File: config.mk
export PLATFORM = sky130hd
export DESIGN_NAME = fpc_top
export DESIGN_NICKNAME = d
export VERILOG_FILES = /design/src/rtl/fpc_pkg.sv /design/src/rtl/fpc_lane_if.sv /design/src/rtl/fpc_pin_sync.sv /design/src/rtl/fpc_top.sv
export SDC_FILE = /design/constraint.sdc
export NUM_CORES = 1
export LEC_CHECK = 0
export BUFFER_PORTS_ARGS = -buffer_cell sky130_fd_sc_hd__buf_2
export CAP_MARGIN = 20
export CORE_MARGIN = 1
export CORE_UTILIZATION = 55
export DETAILED_ROUTE_END_ITERATION = 8
export GPL_TIMING_DRIVEN = 0
export PLACE_DENSITY = 0.84
export REMOVE_ABC_BUFFERS = 1
export SLEW_MARGIN = 20
export SYNTH_ARGS = -nofsm -noshare
export SYNTH_HDL_FRONTEND = slang
export SYNTH_SLANG_ARGS = --single-unit
File: constraint.sdc
create_clock -name sys_clk -period 4.4 [get_ports sys_clk]
set_input_delay 0.88 -clock sys_clk [delete_from_list [all_inputs] [get_ports sys_clk]]
set_output_delay 0.88 -clock sys_clk [all_outputs]
set_load 0.05 [all_outputs]
File: src/rtl/fpc_pkg.sv
// Purpose: shared types and constants for the fourth-data-line pin control
// Assumes: status bits arrive as plain inputs from the device core
// Notes:   one clock domain, sys_clk at 25 MHz
package fpc_pkg;
   typedef enum logic [2:0] {
      FPC_IDLE, FPC_SGL_WR, FPC_SGL_RD, FPC_QUAD_PROG, FPC_QUAD_READ
   } fpc_mode_t;

   // index of the pause-or-reset select bit in the third status register
   localparam int         SR3_SEL_BIT   = 7;
   localparam logic       SEL_RESET     = 1'b1;
   localparam logic [3:0] IO_ALL        = 4'hF;
   localparam logic [3:0] IO_NONE       = 4'h0;
   localparam logic [3:0] IO_SO_ONLY    = 4'h2;
   localparam logic [2:0] BIT_CNT_RST   = 3'h0;
   // length of an internally timed program or erase cycle, in sys_clk cycles
   localparam logic [11:0] TIMED_CYCLES = 12'h100;
endpackage : fpc_pkg

File: src/rtl/fpc_lane_if.sv
// Purpose: synchronised serial-pin view passed from the pin sampler to the core
// Assumes: all members are in the sys_clk domain
// Notes:   edges are one-cycle pulses
`timescale 1ns/10ps
interface fpc_lane_if;
   logic       cs_n;
   logic       sck_lvl;
   logic       sck_rise;
   logic       sck_fall;
   logic [3:0] io;
   modport src (output cs_n, sck_lvl, sck_rise, sck_fall, io);
   modport dst (input  cs_n, sck_lvl, sck_rise, sck_fall, io);
endinterface : fpc_lane_if

File: src/rtl/fpc_pin_sync.sv
// Purpose: two-flop synchronisers for the serial pins and serial clock edge finding
// Assumes: serial clock well below half of sys_clk
// Notes:   edge detection reads only the second stage
`timescale 1ns/10ps
module fpc_pin_sync
(
   // clock and reset
   input  wire logic       sys_clk,
   input  wire logic       sys_rst,
   // pins
   input  wire logic       cs_n_pin,
   input  wire logic       sck_pin,
   input  wire logic [3:0] io_pin,
   // synchronised view
   fpc_lane_if.src         lane
);
   logic [5:0] meta_ff,  nxt_meta;
   logic [5:0] sync_ff,  nxt_sync;
   logic       sck_d_ff, nxt_sck_d;

   always_comb begin
      nxt_meta  = {cs_n_pin, sck_pin, io_pin};
      nxt_sync  = meta_ff;
      nxt_sck_d = sync_ff[4];
   end

   // reset to the idle pin levels (deselected, clock low, io3/io2 pulled high)
   // so no false clock edge or pause is seen when reset lets go
   always_ff @(posedge sys_clk) begin
      if (sys_rst) begin
         meta_ff  <= 6'h2C;
         sync_ff  <= 6'h2C;
         sck_d_ff <= 1'b0;
      end else begin
         meta_ff  <= nxt_meta;
         sync_ff  <= nxt_sync;
         sck_d_ff <= nxt_sck_d;
      end
   end

   assign lane.cs_n     = sync_ff[5];
   assign lane.sck_lvl  = sync_ff[4];
   assign lane.io       = sync_ff[3:0];
   assign lane.sck_rise = sync_ff[4] & ~sck_d_ff;
   assign lane.sck_fall = ~sync_ff[4] & sck_d_ff;
endmodule // fpc_pin_sync

File: src/rtl/fpc_top.sv
// Purpose: pause / reset / fourth data line control behind the serial pins
// Assumes: command decode in the core supplies the transfer mode
// Notes:   pins are sampled, so serial clock must stay under sys_clk / 4
`timescale 1ns/10ps

// Functional notes
// - pause low: ignore clock and input data, output lines go high impedance
// - pause keeps selection and transfer state; transfer resumes on release
// - pause never stops or changes a running timed program or erase cycle
// - quad program: pin is fourth input, four bits taken per rising edge
// - quad read: pin is fourth output, four bits driven per falling edge
// - quad enable clear: status3 bit 7 picks pause or reset role
// - quad enable set: pause and reset disabled, pin only carries data
// - quad enable makes the write-protect pin the third data line
// - latch inputs on rising edges, shift outputs on falling edges
module fpc_top import fpc_pkg::*;
(
   // clock and reset
   input  wire logic       sys_clk,
   input  wire logic       sys_rst,
   // serial pins
   input  wire logic       cs_n_pin,
   input  wire logic       sck_pin,
   input  wire logic [3:0] io_in,
   output logic      [3:0] io_out,
   output logic      [3:0] io_oe,
   // configuration from status registers
   input  wire logic       quad_enable_bit,
   input  wire logic [7:0] status3,
   // core side
   input  wire fpc_mode_t  xfer_mode,
   input  wire logic [3:0] tx_bits,
   input  wire logic       timed_start,
   output logic      [3:0] rx_data,
   output logic            rx_valid,
   output logic            tx_req,
   output logic            paused,
   output logic            pin_reset,
   output logic            timed_busy
);
   fpc_lane_if lane ();

   fpc_pin_sync u_sync (
      .sys_clk  (sys_clk),
      .sys_rst  (sys_rst),
      .cs_n_pin (cs_n_pin),
      .sck_pin  (sck_pin),
      .io_pin   (io_in),
      .lane     (lane.src)
   );

   ////////////////////////////////////////////////////////////////////////////
   logic        paused_ff,     nxt_paused;
   logic        pin_reset_ff,  nxt_pin_reset;
   logic [3:0]  rx_data_ff,    nxt_rx_data;
   logic        rx_valid_ff,   nxt_rx_valid;
   logic        tx_req_ff,     nxt_tx_req;
   logic [3:0]  io_out_ff,     nxt_io_out;
   logic [3:0]  io_oe_ff,      nxt_io_oe;
   logic [2:0]  bit_cnt_ff,    nxt_bit_cnt;
   logic        timed_busy_ff, nxt_timed_busy;
   logic [11:0] timed_cnt_ff,  nxt_timed_cnt;
   logic        role_pause;
   logic        role_reset;
   logic        selected;
   logic        quad_mode;

   always_comb begin
      // pin roles exist only with quad enable clear
      role_pause = ~quad_enable_bit & (status3[SR3_SEL_BIT] != SEL_RESET);
      role_reset = ~quad_enable_bit & (status3[SR3_SEL_BIT] == SEL_RESET);
      nxt_pin_reset = role_reset & ~lane.io[3];
      selected   = ~lane.cs_n & ~nxt_pin_reset;
      quad_mode  = quad_enable_bit &
                   (xfer_mode == FPC_QUAD_PROG || xfer_mode == FPC_QUAD_READ);

      // a pause only begins with the clock low; once in, it holds until release
      nxt_paused = role_pause & ~lane.io[3] & ~lane.cs_n &
                   (paused_ff | ~lane.sck_lvl);

      nxt_rx_data  = rx_data_ff;
      nxt_rx_valid = 1'b0;
      nxt_tx_req   = 1'b0;
      nxt_io_out   = io_out_ff;
      nxt_bit_cnt  = bit_cnt_ff;

      if (!selected) begin
         nxt_bit_cnt = BIT_CNT_RST;
      end else if (!nxt_paused) begin
         // while paused, counters and shift data simply hold
         if (lane.sck_rise) begin
            nxt_rx_valid = (xfer_mode != FPC_IDLE);
            if (quad_mode && xfer_mode == FPC_QUAD_PROG) begin
               nxt_rx_data = lane.io;
               nxt_bit_cnt = bit_cnt_ff + 3'h4;
            end else begin
               nxt_rx_data = {3'h0, lane.io[0]};
               nxt_bit_cnt = bit_cnt_ff + 3'h1;
            end
         end
         if (lane.sck_fall &&
             (xfer_mode == FPC_SGL_RD || (quad_mode && xfer_mode == FPC_QUAD_READ))) begin
            nxt_io_out = tx_bits;
            nxt_tx_req = 1'b1;
         end
      end

      if (!selected || nxt_paused) begin
         nxt_io_oe = IO_NONE;
      end else if (quad_mode && xfer_mode == FPC_QUAD_READ) begin
         nxt_io_oe = IO_ALL;
      end else if (xfer_mode == FPC_SGL_RD) begin
         nxt_io_oe = IO_SO_ONLY;
      end else begin
         nxt_io_oe = IO_NONE;
      end

      // timed cycle counts on sys_clk only; pause and pins cannot touch it
      nxt_timed_busy = timed_busy_ff;
      nxt_timed_cnt  = timed_cnt_ff;
      if (timed_busy_ff) begin
         nxt_timed_cnt = timed_cnt_ff - 12'h001;
         if (timed_cnt_ff == 12'h001) begin
            nxt_timed_busy = 1'b0;
         end
      end else if (timed_start) begin
         nxt_timed_busy = 1'b1;
         nxt_timed_cnt  = TIMED_CYCLES;
      end
   end

   always_ff @(posedge sys_clk) begin
      if (sys_rst) begin
         paused_ff     <= 1'b0;
         pin_reset_ff  <= 1'b0;
         rx_data_ff    <= 4'h0;
         rx_valid_ff   <= 1'b0;
         tx_req_ff     <= 1'b0;
         io_out_ff     <= 4'h0;
         io_oe_ff      <= IO_NONE;
         bit_cnt_ff    <= BIT_CNT_RST;
         timed_busy_ff <= 1'b0;
         timed_cnt_ff  <= 12'h000;
      end else begin
         paused_ff     <= nxt_paused;
         pin_reset_ff  <= nxt_pin_reset;
         rx_data_ff    <= nxt_rx_data;
         rx_valid_ff   <= nxt_rx_valid;
         tx_req_ff     <= nxt_tx_req;
         io_out_ff     <= nxt_io_out;
         io_oe_ff      <= nxt_io_oe;
         bit_cnt_ff    <= nxt_bit_cnt;
         timed_busy_ff <= nxt_timed_busy;
         timed_cnt_ff  <= nxt_timed_cnt;
      end
   end

   assign io_out     = io_out_ff;
   assign io_oe      = io_oe_ff;
   assign rx_data    = rx_data_ff;
   assign rx_valid   = rx_valid_ff;
   assign tx_req     = tx_req_ff;
   assign paused     = paused_ff;
   assign pin_reset  = pin_reset_ff;
   assign timed_busy = timed_busy_ff;
endmodule // fpc_top

After elaboration in Yosys (flattened, before gate mapping):

Index checks and enable logic that the tools add are counted.
Widths: inputs -> output; s select.

* input port bits: 25
* bits in registers: 42
* output and inout port bits: 17
* logic and storage cells: 61

* equality and inequality tests: 4
* reduce and logical (&&, ||, !) cells: 14
* bitwise logic cells: 21
* add/subtract/negate cells: 1
* mux-type cells: 9

Operators by type and width (number)
* $mux 12: 2
* $eq 12x1->1 const B: 1
* $sub 12x1->12 const B: 1
* $and 1x1->1: 10
* $not 1->1: 10
* $mux 4: 2
* $eq 3x2->1 const B: 2
* $reduce_and 3->1: 2
* $mux 1: 4
* $reduce_or 4->1: 1
* $eq 3x3->1 const B: 1
* $logic_and 1x1->1: 3
* $logic_or 1x1->1: 3
* $reduce_bool 3->1: 1
* $reduce_or 3->1: 1
* $mux 2: 1
* $reduce_bool 2->1: 1
* $reduce_or 2->1: 1
* $logic_not 1->1: 1
* $or 1x1->1: 1

Longest topological paths before layout:

Gate-level depths: netlist (run 1).

* depth in word-level cells: 8
* depth in mapped cells: 6
* mapped depth without buffers: 6

Hierarchy:

Synthesis (run 1) repeated with hierarchy kept, for this count alone.

* cells, all modules: 169
* area, all modules: 1636.6 um2

Modules (own cells, without submodules)
* fpc_top: seq. area each 540.5 um2, area an instance 1267.5 um2, instances 1, cells an instance 140
* fpc_pin_sync: seq. area each 260.2 um2, area an instance 369.1 um2, instances 1, cells an instance 29

Least setup slack after synthesis (run 1):

No wires, ideal clock.

* path kind: in2reg
* from: input status3[7]
* to: register io_out_ff[0] (netlist: io_out[0])
* path buffers: 0
* library setup time: 72 ps
* path slack: 2332 ps
* stages: 4
* required time: 4328 ps
* arrival time: 1996 ps
* cells stage by stage: or3b_4 > a21o_4 > nor3_4 > mux2i_1

* longest elaborated chain between the ends: 7
* elaborated cells on any way between the ends: 11
* those cells by class: bitwise: 10; reduce/logical: 1

Ends and longest elaborated chain
* start: declaration: line fpc_top.sv:29 `input wire logic [7:0] status3,`
* $not 1->1: line fpc_top.sv:70 `role_pause = ~quad_enable_bit & (status3[SR3_SEL_BIT] != SEL_RESET);`
* $and 1x1->1: line fpc_top.sv:70
* $and 1x1->1 (3 in series): line fpc_top.sv:78 `nxt_paused = role_pause & ~lane.io[3] & ~lane.cs_n &`
* $not 1->1 (no line)
* $reduce_and 3->1 (no line) *
* end signal: assignment: line fpc_top.sv:150 `io_out_ff <= nxt_io_out;`
* end: declaration: line fpc_top.sv:58 `logic [3:0] io_out_ff, nxt_io_out;`

Mark *: on every way between the ends. The rest lies on a longest branch, timed or not.
A chain may end at the register's enable or synchronous reset.

Final worst setup path (run 1):

* from: register timed_busy_ff (netlist: timed_busy)
* to: output timed_busy

RTL lines
* start: declaration: line fpc_top.sv:61 `logic timed_busy_ff, nxt_timed_busy;`
* start signal: assignment: line fpc_top.sv:153 `timed_busy_ff <= nxt_timed_busy;`
* end: declaration: line fpc_top.sv:39 `output logic timed_busy`

No word-level cell between the ends.

==> impl_metrics.yaml, run 1 <==
critical_path:
  crit_family: "flip-flops"
  cp-start-kind: "flip-flop"
  worst_r2r_path_depth: 4
  startpoint: "timed_busy"
  cp_data_required_time_ns: 3.52
  crit_type: "reg2out"
  cp.arrival_ns: 1.25
  r2r-end: "timed_cnt_ff[10]"
  cpPeakStageDelay_ns: 0.57
  ff2ff_setup_slack_ns: 2.66
  crit_buf_inv: 1
  crit_fanout: 13
  cp-end-kind: "primary output"
  crit_slowest_cell: "dfxtp_1"
  cp_num_cells: 1
  crit_end: "timed_busy"
  worstPathCellList: "buf_2"
  r2r-start: "timed_busy"
outcome:
  status: "finished clean"
sta:
  grt_setup_unrepaired: "false"
  period_minus_slack_ns: 2.13
  final_max_slew_viol_count: 0
  holdWs_ns: 0.413
  layout_setup_ws_ns: 2.27
  hold_viol_final: 0
  timing.final.crit_share_pct: 48.3
  setup_tns_ns: 0
  setup_viol: 0
  worstMarginPinSlew_ns: 0.629
  slew_headroom_pct: 58.1
  clock.fmax_ghz: 0.470
  finalClockSkew_ns: 0.00670
synth:
  synth_top_family_by_area: "simple AND/OR/NAND/NOR gates"
  synth_top_area_cell: "dfxtp_1"
  syn-cell-area_mm2: 0.00164
  synthSimpleGateAreaFrac_pct: 30.3
  synth_cell_types: 38
  synth_edf_count: 0
  synthArstFlopShare_pct: 0
  ys_top_cells_by_area: "dfxtp_1, mux2i_1, nor2_1"
  ys.warnings.count: 0
  syn_inst: 166
  synth_fa_ha_area_share_pct: 1.53
  yosysSeqAreaShare_pct: 48.9
  synth_xor_area_share_pct: 0.535
  synthFlopType: "dfxtp_1"
  ys_ff_latch: 40
  synth_compound_area_share_pct: 6.72
  synth_top_area_share_pct: 48.9
  synth_area_per_cell_um2: 9.87
  synthMuxAreaShare_pct: 8.86
placement:
  dpl.hpwl_mm: 2.00
  dp_slack_ns: 2.08
  placedInstanceArea_mm2: 0.00181
  port_buffers: 34
  place_congestion: 0.780
detailed_routing:
  wl_per_cell_um: 12.0
  drc: 0
  dr.pass1.iters: 4
  drt_iter0_markers: 15
  vias: 1217
  via_per_inst: 5.27
  wl_mm: 2.78
  drtAntennaViolNets: 0
finish:
  drive_gt1_share_pct: 28.0
  fin_area_mm2: 0.00191
  utilization_pct: 68.7
  diodes: 0
  synthToLayoutAreaGrowth_pct: 16.7
  nets: 227
clocking:
  cts_hold_buf: 0
  max-clock-path-buffers: 2
  clk_pin_slew_ns: 0.11
  cts_resized: 0
  insertion_delay_ns: 0.34
  cts_root_buffer: "clkbuf_4"
  cts_tree: "built"
  clock-sinks: 40
  cts_made_buffers: 5
  h-tree-depth: 2
  cts_setup_buffers: 0
grt:
  antenna_found_initial: 0
  overflow: 0
  grt_max_degree: 44
  grtUsageTotal_pct: 19.2
  grt_pass1_wl_mm: 4.68
  grt_pass1_vias: 1135
pwr:
  p_per_area_mw_per_mm2: 402
  leakagePower_nw: 0.793
  ir_worst_vdd_v: 0.000435
min_path:
  hp-class: "reg2reg"
floorplan:
  core.rowCount: 19
  die_w_um: 56.6
  fp.dieH_um: 56.6
  core_mm2: 0.00278
  start_util_pct: 58.9
  ios: 42
  dieArea_mm2: 0.00320
run:
  max_cap_violations: 0
-- cell type report --
type                            count  area (um2)
Fill cell                         216         871
Sequential cell                    40         801
Multi-Input combinational cell    114         785
Timing Repair Buffer               34         170
Clock inverter                      2        60.1
Tap cell                           31        38.8
Clock buffer                        5        37.5
Inverter                            5        18.8
-- cell usage after synthesis, drive strengths merged (5+ instances only) --
cell type	n
nand3	5
mux2i	10
clkbuf	5
a21oi	5
nor3	5
nor2b	9
dfxtp	40
inv	5
nand2b	11
or2	7
nor2	19
nand2	6
-- logic make-up after synthesis --
family | Yosys count
mux | 14
xor+xnor | 1
simple gates | 83
compound gates | 14
buf+inv | 12
flops | 40
fa+ha+maj | 2
-- placed cells by master (no fill, tap or decap), drive strengths merged, types with 4 or more instances in the layout --
cell type,count
dfxtp,40
buf,34
nor2,19
nand2b,11
mux2i,10
nor2b,9
or2,7
nand2,6
inv,5
nand3,5
a21oi,5
clkbuf,5
nor3,5
mux2,4
-- through the flow --
step                      cells  power [mW]
final                       231       0.768
after global routing        231       0.803
after floorplan             159       0.460
after global placement      224       0.482
after detailed placement    224       0.488
after CTS                   231       0.777
-- per-layer routing --
| layer | GRT usage, % | vias up | part of all wire (%) |
|---|---|---|---|
| li1 | - | 632 | - |
| met1 | 18.5 | 549 | 41 |
| met2 | 36.3 | 30 | 53 |
| met3 | 7.14 | 6 | 5.0 |
| met4 | 7.32 | 0 | 1.6 |
| met5 | 0 | - | 0 |
-- worst min path at each step --
stage,depth (start not counted),slack [ns],to,startpoint
2_1_floorplan,1,0.39,u_sync.sync_ff[2],u_sync.meta_ff[2]
3_3_place_gp,1,0.40,u_sync.sync_ff[2],u_sync.meta_ff[2]
3_5_place_dp,1,0.39,u_sync.sync_ff[2],u_sync.meta_ff[2]
4_1_cts,1,0.42,u_sync.sync_ff[2],u_sync.meta_ff[2]
5_1_grt,1,0.43,u_sync.sync_ff[2],u_sync.meta_ff[2]
6_report,1,0.41,u_sync.sync_ff[2],u_sync.meta_ff[2]
-- state kept, by name, indices dropped and copies added, names as in the netlist --
signal and count:
u_sync.sync_ff 6, io_oe 2, tx_req 1, rx_valid 1
timed_cnt_ff 12, u_sync.meta_ff 6, timed_busy 1, rx_data 4
io_out 4, paused 1, u_sync.sck_d_ff 1, pin_reset 1
-- power breakdown --
part	internal [mW]	total, mW	switching [mW]
clock network	0.174	0.288	0.115
logic	0.0413	0.0869	0.0456
registers	0.379	0.393	0.0142
(Power assumes the default switching activity.)
==> run 2, diff against run 1 <==
--- a/config.mk
+++ b/config.mk
@@ -8,10 +8,10 @@
 export BUFFER_PORTS_ARGS = -buffer_cell sky130_fd_sc_hd__buf_2
 export CAP_MARGIN = 20
 export CORE_MARGIN = 1
-export CORE_UTILIZATION = 55
+export CORE_UTILIZATION = 51
 export DETAILED_ROUTE_END_ITERATION = 8
 export GPL_TIMING_DRIVEN = 0
-export PLACE_DENSITY = 0.84
+export PLACE_DENSITY = 0.79
 export REMOVE_ABC_BUFFERS = 1
 export SLEW_MARGIN = 20
 export SYNTH_ARGS = -nofsm -noshare
==> constraint.sdc (replaced) <==
create_clock -name sys_clk -period 2.2 [get_ports sys_clk]
set_input_delay 0.44 -clock sys_clk [delete_from_list [all_inputs] [get_ports sys_clk]]
set_output_delay 0.44 -clock sys_clk [all_outputs]
set_load 0.05 [all_outputs]
==> run 2 against run 1 <==
  * Critical path type is now reg2reg
  * Largest cell class unchanged
  * Clock skew rose by 0.0024 ns
  * Non-clock buffer count stayed put
  * Register-to-register slack got worse by 2.2 ns
  * Sequential cell count unchanged
  * Critical path depth increased by 3
  * Highest routed layer unchanged
==> impl_metrics.yaml, run 2 (synthesis results as in run 1) <==
min_path:
  min_to: "u_sync.meta_ff[2]"
  hold_depth: 2
  hp-class: "in2reg"
  min_from: "io_in[2]"
sta:
  setup_viol: 0
  holdWs_ns: 0.288
  grt_setup_unrepaired: "false"
  period_minus_slack_ns: 1.73
  timing.final.crit_share_pct: 78.8
  layout_setup_ws_ns: 0.467
  worstMarginPinSlew_ns: 0.631
  hold_viol_final: 0
  finalClockSkew_ns: 0.00907
  slew_headroom_pct: 57.9
  setup_tns_ns: 0
  final_max_slew_viol_count: 0
  clock.fmax_ghz: 0.577
critical_path:
  crit_family: "simple AND/OR/NAND/NOR gates"
  crit_type: "reg2reg"
  cp.arrival_ns: 2.00
  worst_r2r_path_depth: 4
  r2r-end: "timed_cnt_ff[10]"
  cp-start-kind: "flip-flop"
  ff2ff_setup_slack_ns: 0.47
  worstPathCellList: "nor4b_4 > nand3_1 > or3_1 > a21oi_1"
  cpPeakStageDelay_ns: 0.56
  r2r-start: "timed_busy"
  cp_data_required_time_ns: 2.47
  crit_buf_inv: 0
  crit_slowest_cell: "dfxtp_1"
  crit_fanout: 13
  cp-end-kind: "flip-flop"
placement:
  dpl.hpwl_mm: 2.06
  dp_slack_ns: 0.340
  port_buffers: 34
  place_congestion: 0.763
  placedInstanceArea_mm2: 0.00183
  place_inst: 237
finish:
  utilization_pct: 62.4
  synthToLayoutAreaGrowth_pct: 16.3
  fin_area_mm2: 0.00191
  final_cell_mix: "dfxtp_1, buf_2, nor2_1"
  drive_gt1_share_pct: 27.9
  nets: 227
  reg.largest.list: "timed_cnt_ff x12, u_sync.meta_ff x6, u_sync.sync_ff x6"
  final_common_cell: "dfxtp_1"
  finalNonFillerCells: 245
  diodes: 0
  largest_register: "timed_cnt_ff"
  largest_register_ffs: 12
outcome:
  status: "finished clean"
clocking:
  cts_setup_buffers: 0
  insertion_delay_ns: 0.33
  cts_root_buffer: "clkbuf_4"
  clock-sinks: 40
  cts_hold_buf: 0
  cts_made_buffers: 5
  cts_resized: 0
  clk_pin_slew_ns: 0.12
  cts_tree: "built"
  h-tree-depth: 2
  max-clock-path-buffers: 2
grt:
  grtUsageTotal_pct: 18.6
  grt_pass1_wl_mm: 4.84
  grt_pass1_vias: 1221
  grt_max_degree: 44
  antenna_found_initial: 0
  overflow: 0
detailed_routing:
  vias: 1241
  wl_per_cell_um: 11.4
  wl_mm: 2.80
  via_per_inst: 5.07
  drtAntennaViolNets: 0
  drc: 0
  drt_iter0_markers: 38
  dr.pass1.iters: 4
run:
  max_cap_violations: 0
pwr:
  totalPowerFinal_mw: 1.42
  leakagePower_nw: 0.784
  p_per_area_mw_per_mm2: 746
  ir_worst_vdd_v: 0.000447
floorplan:
  core_mm2: 0.00305
  dieArea_mm2: 0.00344
  start_util_pct: 53.6
  core.rowCount: 20
  ios: 42
  fp.dieH_um: 58.7
  die_w_um: 58.7
## run 2: final cells by class
type,count,area (um2)
timing repair buffer,34,170
multi-input combinational,114,785
clock buffer,6,41.3
inverter,5,18.8
tap,44,55.1
clock inverter,2,35.0
fill,280,1150
sequential,40,801
## run 2: how the worst max path moves through the flow
| stage | start | endpoint | slack (ns) | cells after the start |
|---|---|---|---|---|
| finish | timed_busy | timed_cnt_ff[10] | 0.47 | 4 |
| global route | timed_busy | timed_cnt_ff[10] | 0.33 | 4 |
| CTS | timed_busy | timed_cnt_ff[10] | 0.47 | 4 |
| detailed placement | status3[7] | io_out[0] | 0.34 | 5 |
| global placement | status3[7] | io_out[0] | 0.39 | 5 |
| floorplan | timed_busy | timed_cnt_ff[10] | 0.36 | 4 |
## run 2: report_power, final
group	internal (mW)	total, mW	leakage [nW]	switching (mW)
registers	0.757	0.786	0.327	0.0291
clock network	0.238	0.460	0.0422	0.222
logic	0.0824	0.174	0.414	0.0918
total	1.08	1.42	0.784	0.343
## run 2: per-layer routing
metal	GRT usage, %	up-vias	share of wire [%]
li1	-	629	-
met3	3.96	7	3.5
met4	9.18	0	1.9
met5	0	-	0
met2	35.3	22	54
met1	19.3	583	41
## run 2: worst register-to-register path, stage by stage (launching register included)
cell     delay, ns
dfxtp_1       0.56
nor4b_4       0.48
nand3_1       0.16
or3_1         0.33
a21oi_1       0.14
==> run 3, diff against run 2 <==
--- a/config.mk
+++ b/config.mk
@@ -5,6 +5,7 @@
 export SDC_FILE = /design/constraint.sdc
 export NUM_CORES = 1
 export LEC_CHECK = 0
+export ABC_AREA = 1
 export BUFFER_PORTS_ARGS = -buffer_cell sky130_fd_sc_hd__buf_2
 export CAP_MARGIN = 20
 export CORE_MARGIN = 1
==> constraint.sdc (replaced) <==
create_clock -name sys_clk -period 1.7 [get_ports sys_clk]
set_input_delay 0.34 -clock sys_clk [delete_from_list [all_inputs] [get_ports sys_clk]]
set_output_delay 0.34 -clock sys_clk [all_outputs]
set_load 0.05 [all_outputs]
==> run 3 against run 2 <==
  * Register-to-register slack worse by 0.09 ns
  * Sequential cell count unchanged
  * Critical path depth down 3
  * First-iteration DRC count up 24%
  * Synthesized cell count up 34%
  * Critical endpoint is now timed_busy
  * Largest cell class unchanged
==> impl_metrics.yaml, run 3 <==
synth:
  synth_top_area_cell: "dfxtp_1"
  synthArstFlopShare_pct: 0
  synth_edf_count: 0
  synth_top_area_share_pct: 48.3
  yosysSeqAreaShare_pct: 48.3
  ys.warnings.count: 0
  synth_cell_types: 25
  syn-cell-area_mm2: 0.00166
  synthFlopType: "dfxtp_1"
  synth_area_per_cell_um2: 7.44
  ys_ff_latch: 40
  synthTopCellsByCount: "nor2_1, dfxtp_1, nand2_1"
  ys_top_cells_by_area: "dfxtp_1, nor2_1, nand2_1"
  syn_inst: 223
  synthMostInstantiatedCell: "nor2_1"
sta:
  finalClockSkew_ns: 0.00565
  slew_headroom_pct: 69.0
  timing.final.crit_share_pct: 92.3
  grt_setup_unrepaired: "false"
  hold_viol_final: 0
  worstMarginPinSlew_ns: 0.465
  period_minus_slack_ns: 1.57
  setup_tns_ns: 0
  clock.fmax_ghz: 0.637
  setup_viol: 0
  final_max_slew_viol_count: 0
finish:
  diodes: 0
  synthToLayoutAreaGrowth_pct: 16.3
  largest_register_ffs: 12
  multi_input_area_um2: 692
  largest_register: "timed_cnt_ff"
  nets: 285
  regArea_um2: 801
  reg.largest.list: "timed_cnt_ff x12, u_sync.meta_ff x6, u_sync.sync_ff x6"
  fillers: 296
  final_common_cell: "nor2_1"
  final_cell_mix: "nor2_1, dfxtp_1, buf_2"
  drive_gt1_share_pct: 23.2
pwr:
  sw_frac_of_total_pct: 27.0
  ir_worst_vdd_v: 0.000602
  leakagePower_nw: 0.912
  seqPwrFrac_pct: 53.5
  combPwrFrac_pct: 12.7
  clockPowerShare_pct: 33.8
  p_int_mw: 1.38
  p_per_area_mw_per_mm2: 982
  totalPowerFinal_mw: 1.89
  power.switching_uw: 511
critical_path:
  worst_r2r_path_depth: 9
  r2r-end: "timed_cnt_ff[10]"
  crit_fanout: 10
  r2r-start: "timed_cnt_ff[0]"
  cp_data_required_time_ns: 1.36
  ff2ff_setup_slack_ns: 0.38
  crit_type: "reg2out"
  cp.arrival_ns: 1.23
  cpPeakStageDelay_ns: 0.54
  cp_num_cells: 1
  crit_family: "flip-flops"
  startpoint: "timed_busy"
  worstPathCellList: "buf_2"
  crit_slowest_cell: "dfxtp_1"
  crit_end: "timed_busy"
  cp-start-kind: "flip-flop"
  crit_buf_inv: 1
  cp-end-kind: "primary output"
placement:
  place_congestion: 0.860
  dpl.hpwl_mm: 2.10
  port_buffers: 34
clocking:
  max-clock-path-buffers: 2
  cts_made_buffers: 5
  insertion_delay_ns: 0.35
  cts_tree: "built"
  cts_resized: 0
  cts_hold_buf: 0
  cts_setup_buffers: 0
  clk_pin_slew_ns: 0.12
  h-tree-depth: 2
  cts_root_buffer: "clkbuf_4"
  clock-sinks: 40
floorplan:
  fp.dieH_um: 59.0
  start_util_pct: 53.9
  core.rowCount: 20
  die_w_um: 59.0
  dieArea_mm2: 0.00349
  ios: 42
  core_mm2: 0.00308
detailed_routing:
  drc: 0
  vias: 1402
  drtAntennaViolNets: 0
  dr.pass1.iters: 4
  via_per_inst: 4.63
  wl_per_cell_um: 9.56
  wl_mm: 2.90
  drt_iter0_markers: 47
grt:
  grt_pass1_vias: 1192
  grtUsageTotal_pct: 19.0
  grt_max_degree: 24
  grt_pass1_wl_mm: 4.88
  overflow: 0
  antenna_found_initial: 0
run:
  max_cap_violations: 0
outcome:
  status: "finished clean"
min_path:
  hp-class: "in2reg"
==> run 3: final cells by class <==
class	instances	area share, %
clock buffer	5	1.95
clock inverter	3	2.40
inverter	34	6.61
multi-input combinational	143	35.9
sequential	40	41.5
tap	44	2.85
timing repair buffer	34	8.82
==> run 3: kinds of logic after synthesis <==
logic type / share of synthesized area (%)
buf+inv: 10.0
fa+ha+maj: 1.51
flops: 48.3
simple gates: 31.6
compound gates: 8.60
==> run 3: worst min path at each step <==
stage	startpoint	to	slack [ns]	cells past startpoint
6_report	cs_n_pin	u_sync.meta_ff[5]	0.16	2
5_1_grt	io_in[2]	u_sync.meta_ff[2]	0.14	2
4_1_cts	io_in[3]	u_sync.meta_ff[3]	0.16	2
3_5_place_dp	u_sync.meta_ff[0]	u_sync.sync_ff[0]	0.39	2
2_1_floorplan	u_sync.meta_ff[0]	u_sync.sync_ff[0]	0.39	2
3_3_place_gp	u_sync.meta_ff[1]	u_sync.sync_ff[1]	0.39	2
==> run 3: stage by stage <==
stage	setup WS (ns)	instance area, um2	hold slack (ns)	utilization [%]	std cells
2_1_floorplan	0.129	1620	0.388	-	217
3_3_place_gp	0.320	1850	0.389	60.0	295
3_5_place_dp	0.275	1850	0.392	60.0	295
4_1_cts	0.122	1930	0.155	62.7	303
5_1_grt	0.0267	1930	0.137	62.7	303
6_report	0.130	1930	0.160	62.7	303
==> run 3: routing by layer <==
| layer | global-route usage (%) | up-vias | share of wire (%) |
|---|---|---|---|
| met5 | 0 | - | 0 |
| met4 | 10.2 | 0 | 2.2 |
| met3 | 5.24 | 6 | 4.1 |
| met2 | 30.8 | 26 | 47 |
| met1 | 22.7 | 609 | 47 |
| li1 | - | 761 | - |
==> run 3: power groups by stage <==
stage,Clock [mW],Combinational [mW],Sequential [mW]
final,0.640,0.241,1.01
after global routing,0.698,0.275,1.02
after CTS,0.651,0.241,1.01
after detailed placement,0,0.241,1.03
after global placement,0,0.234,1.03
after floorplan,0,0.165,1.04
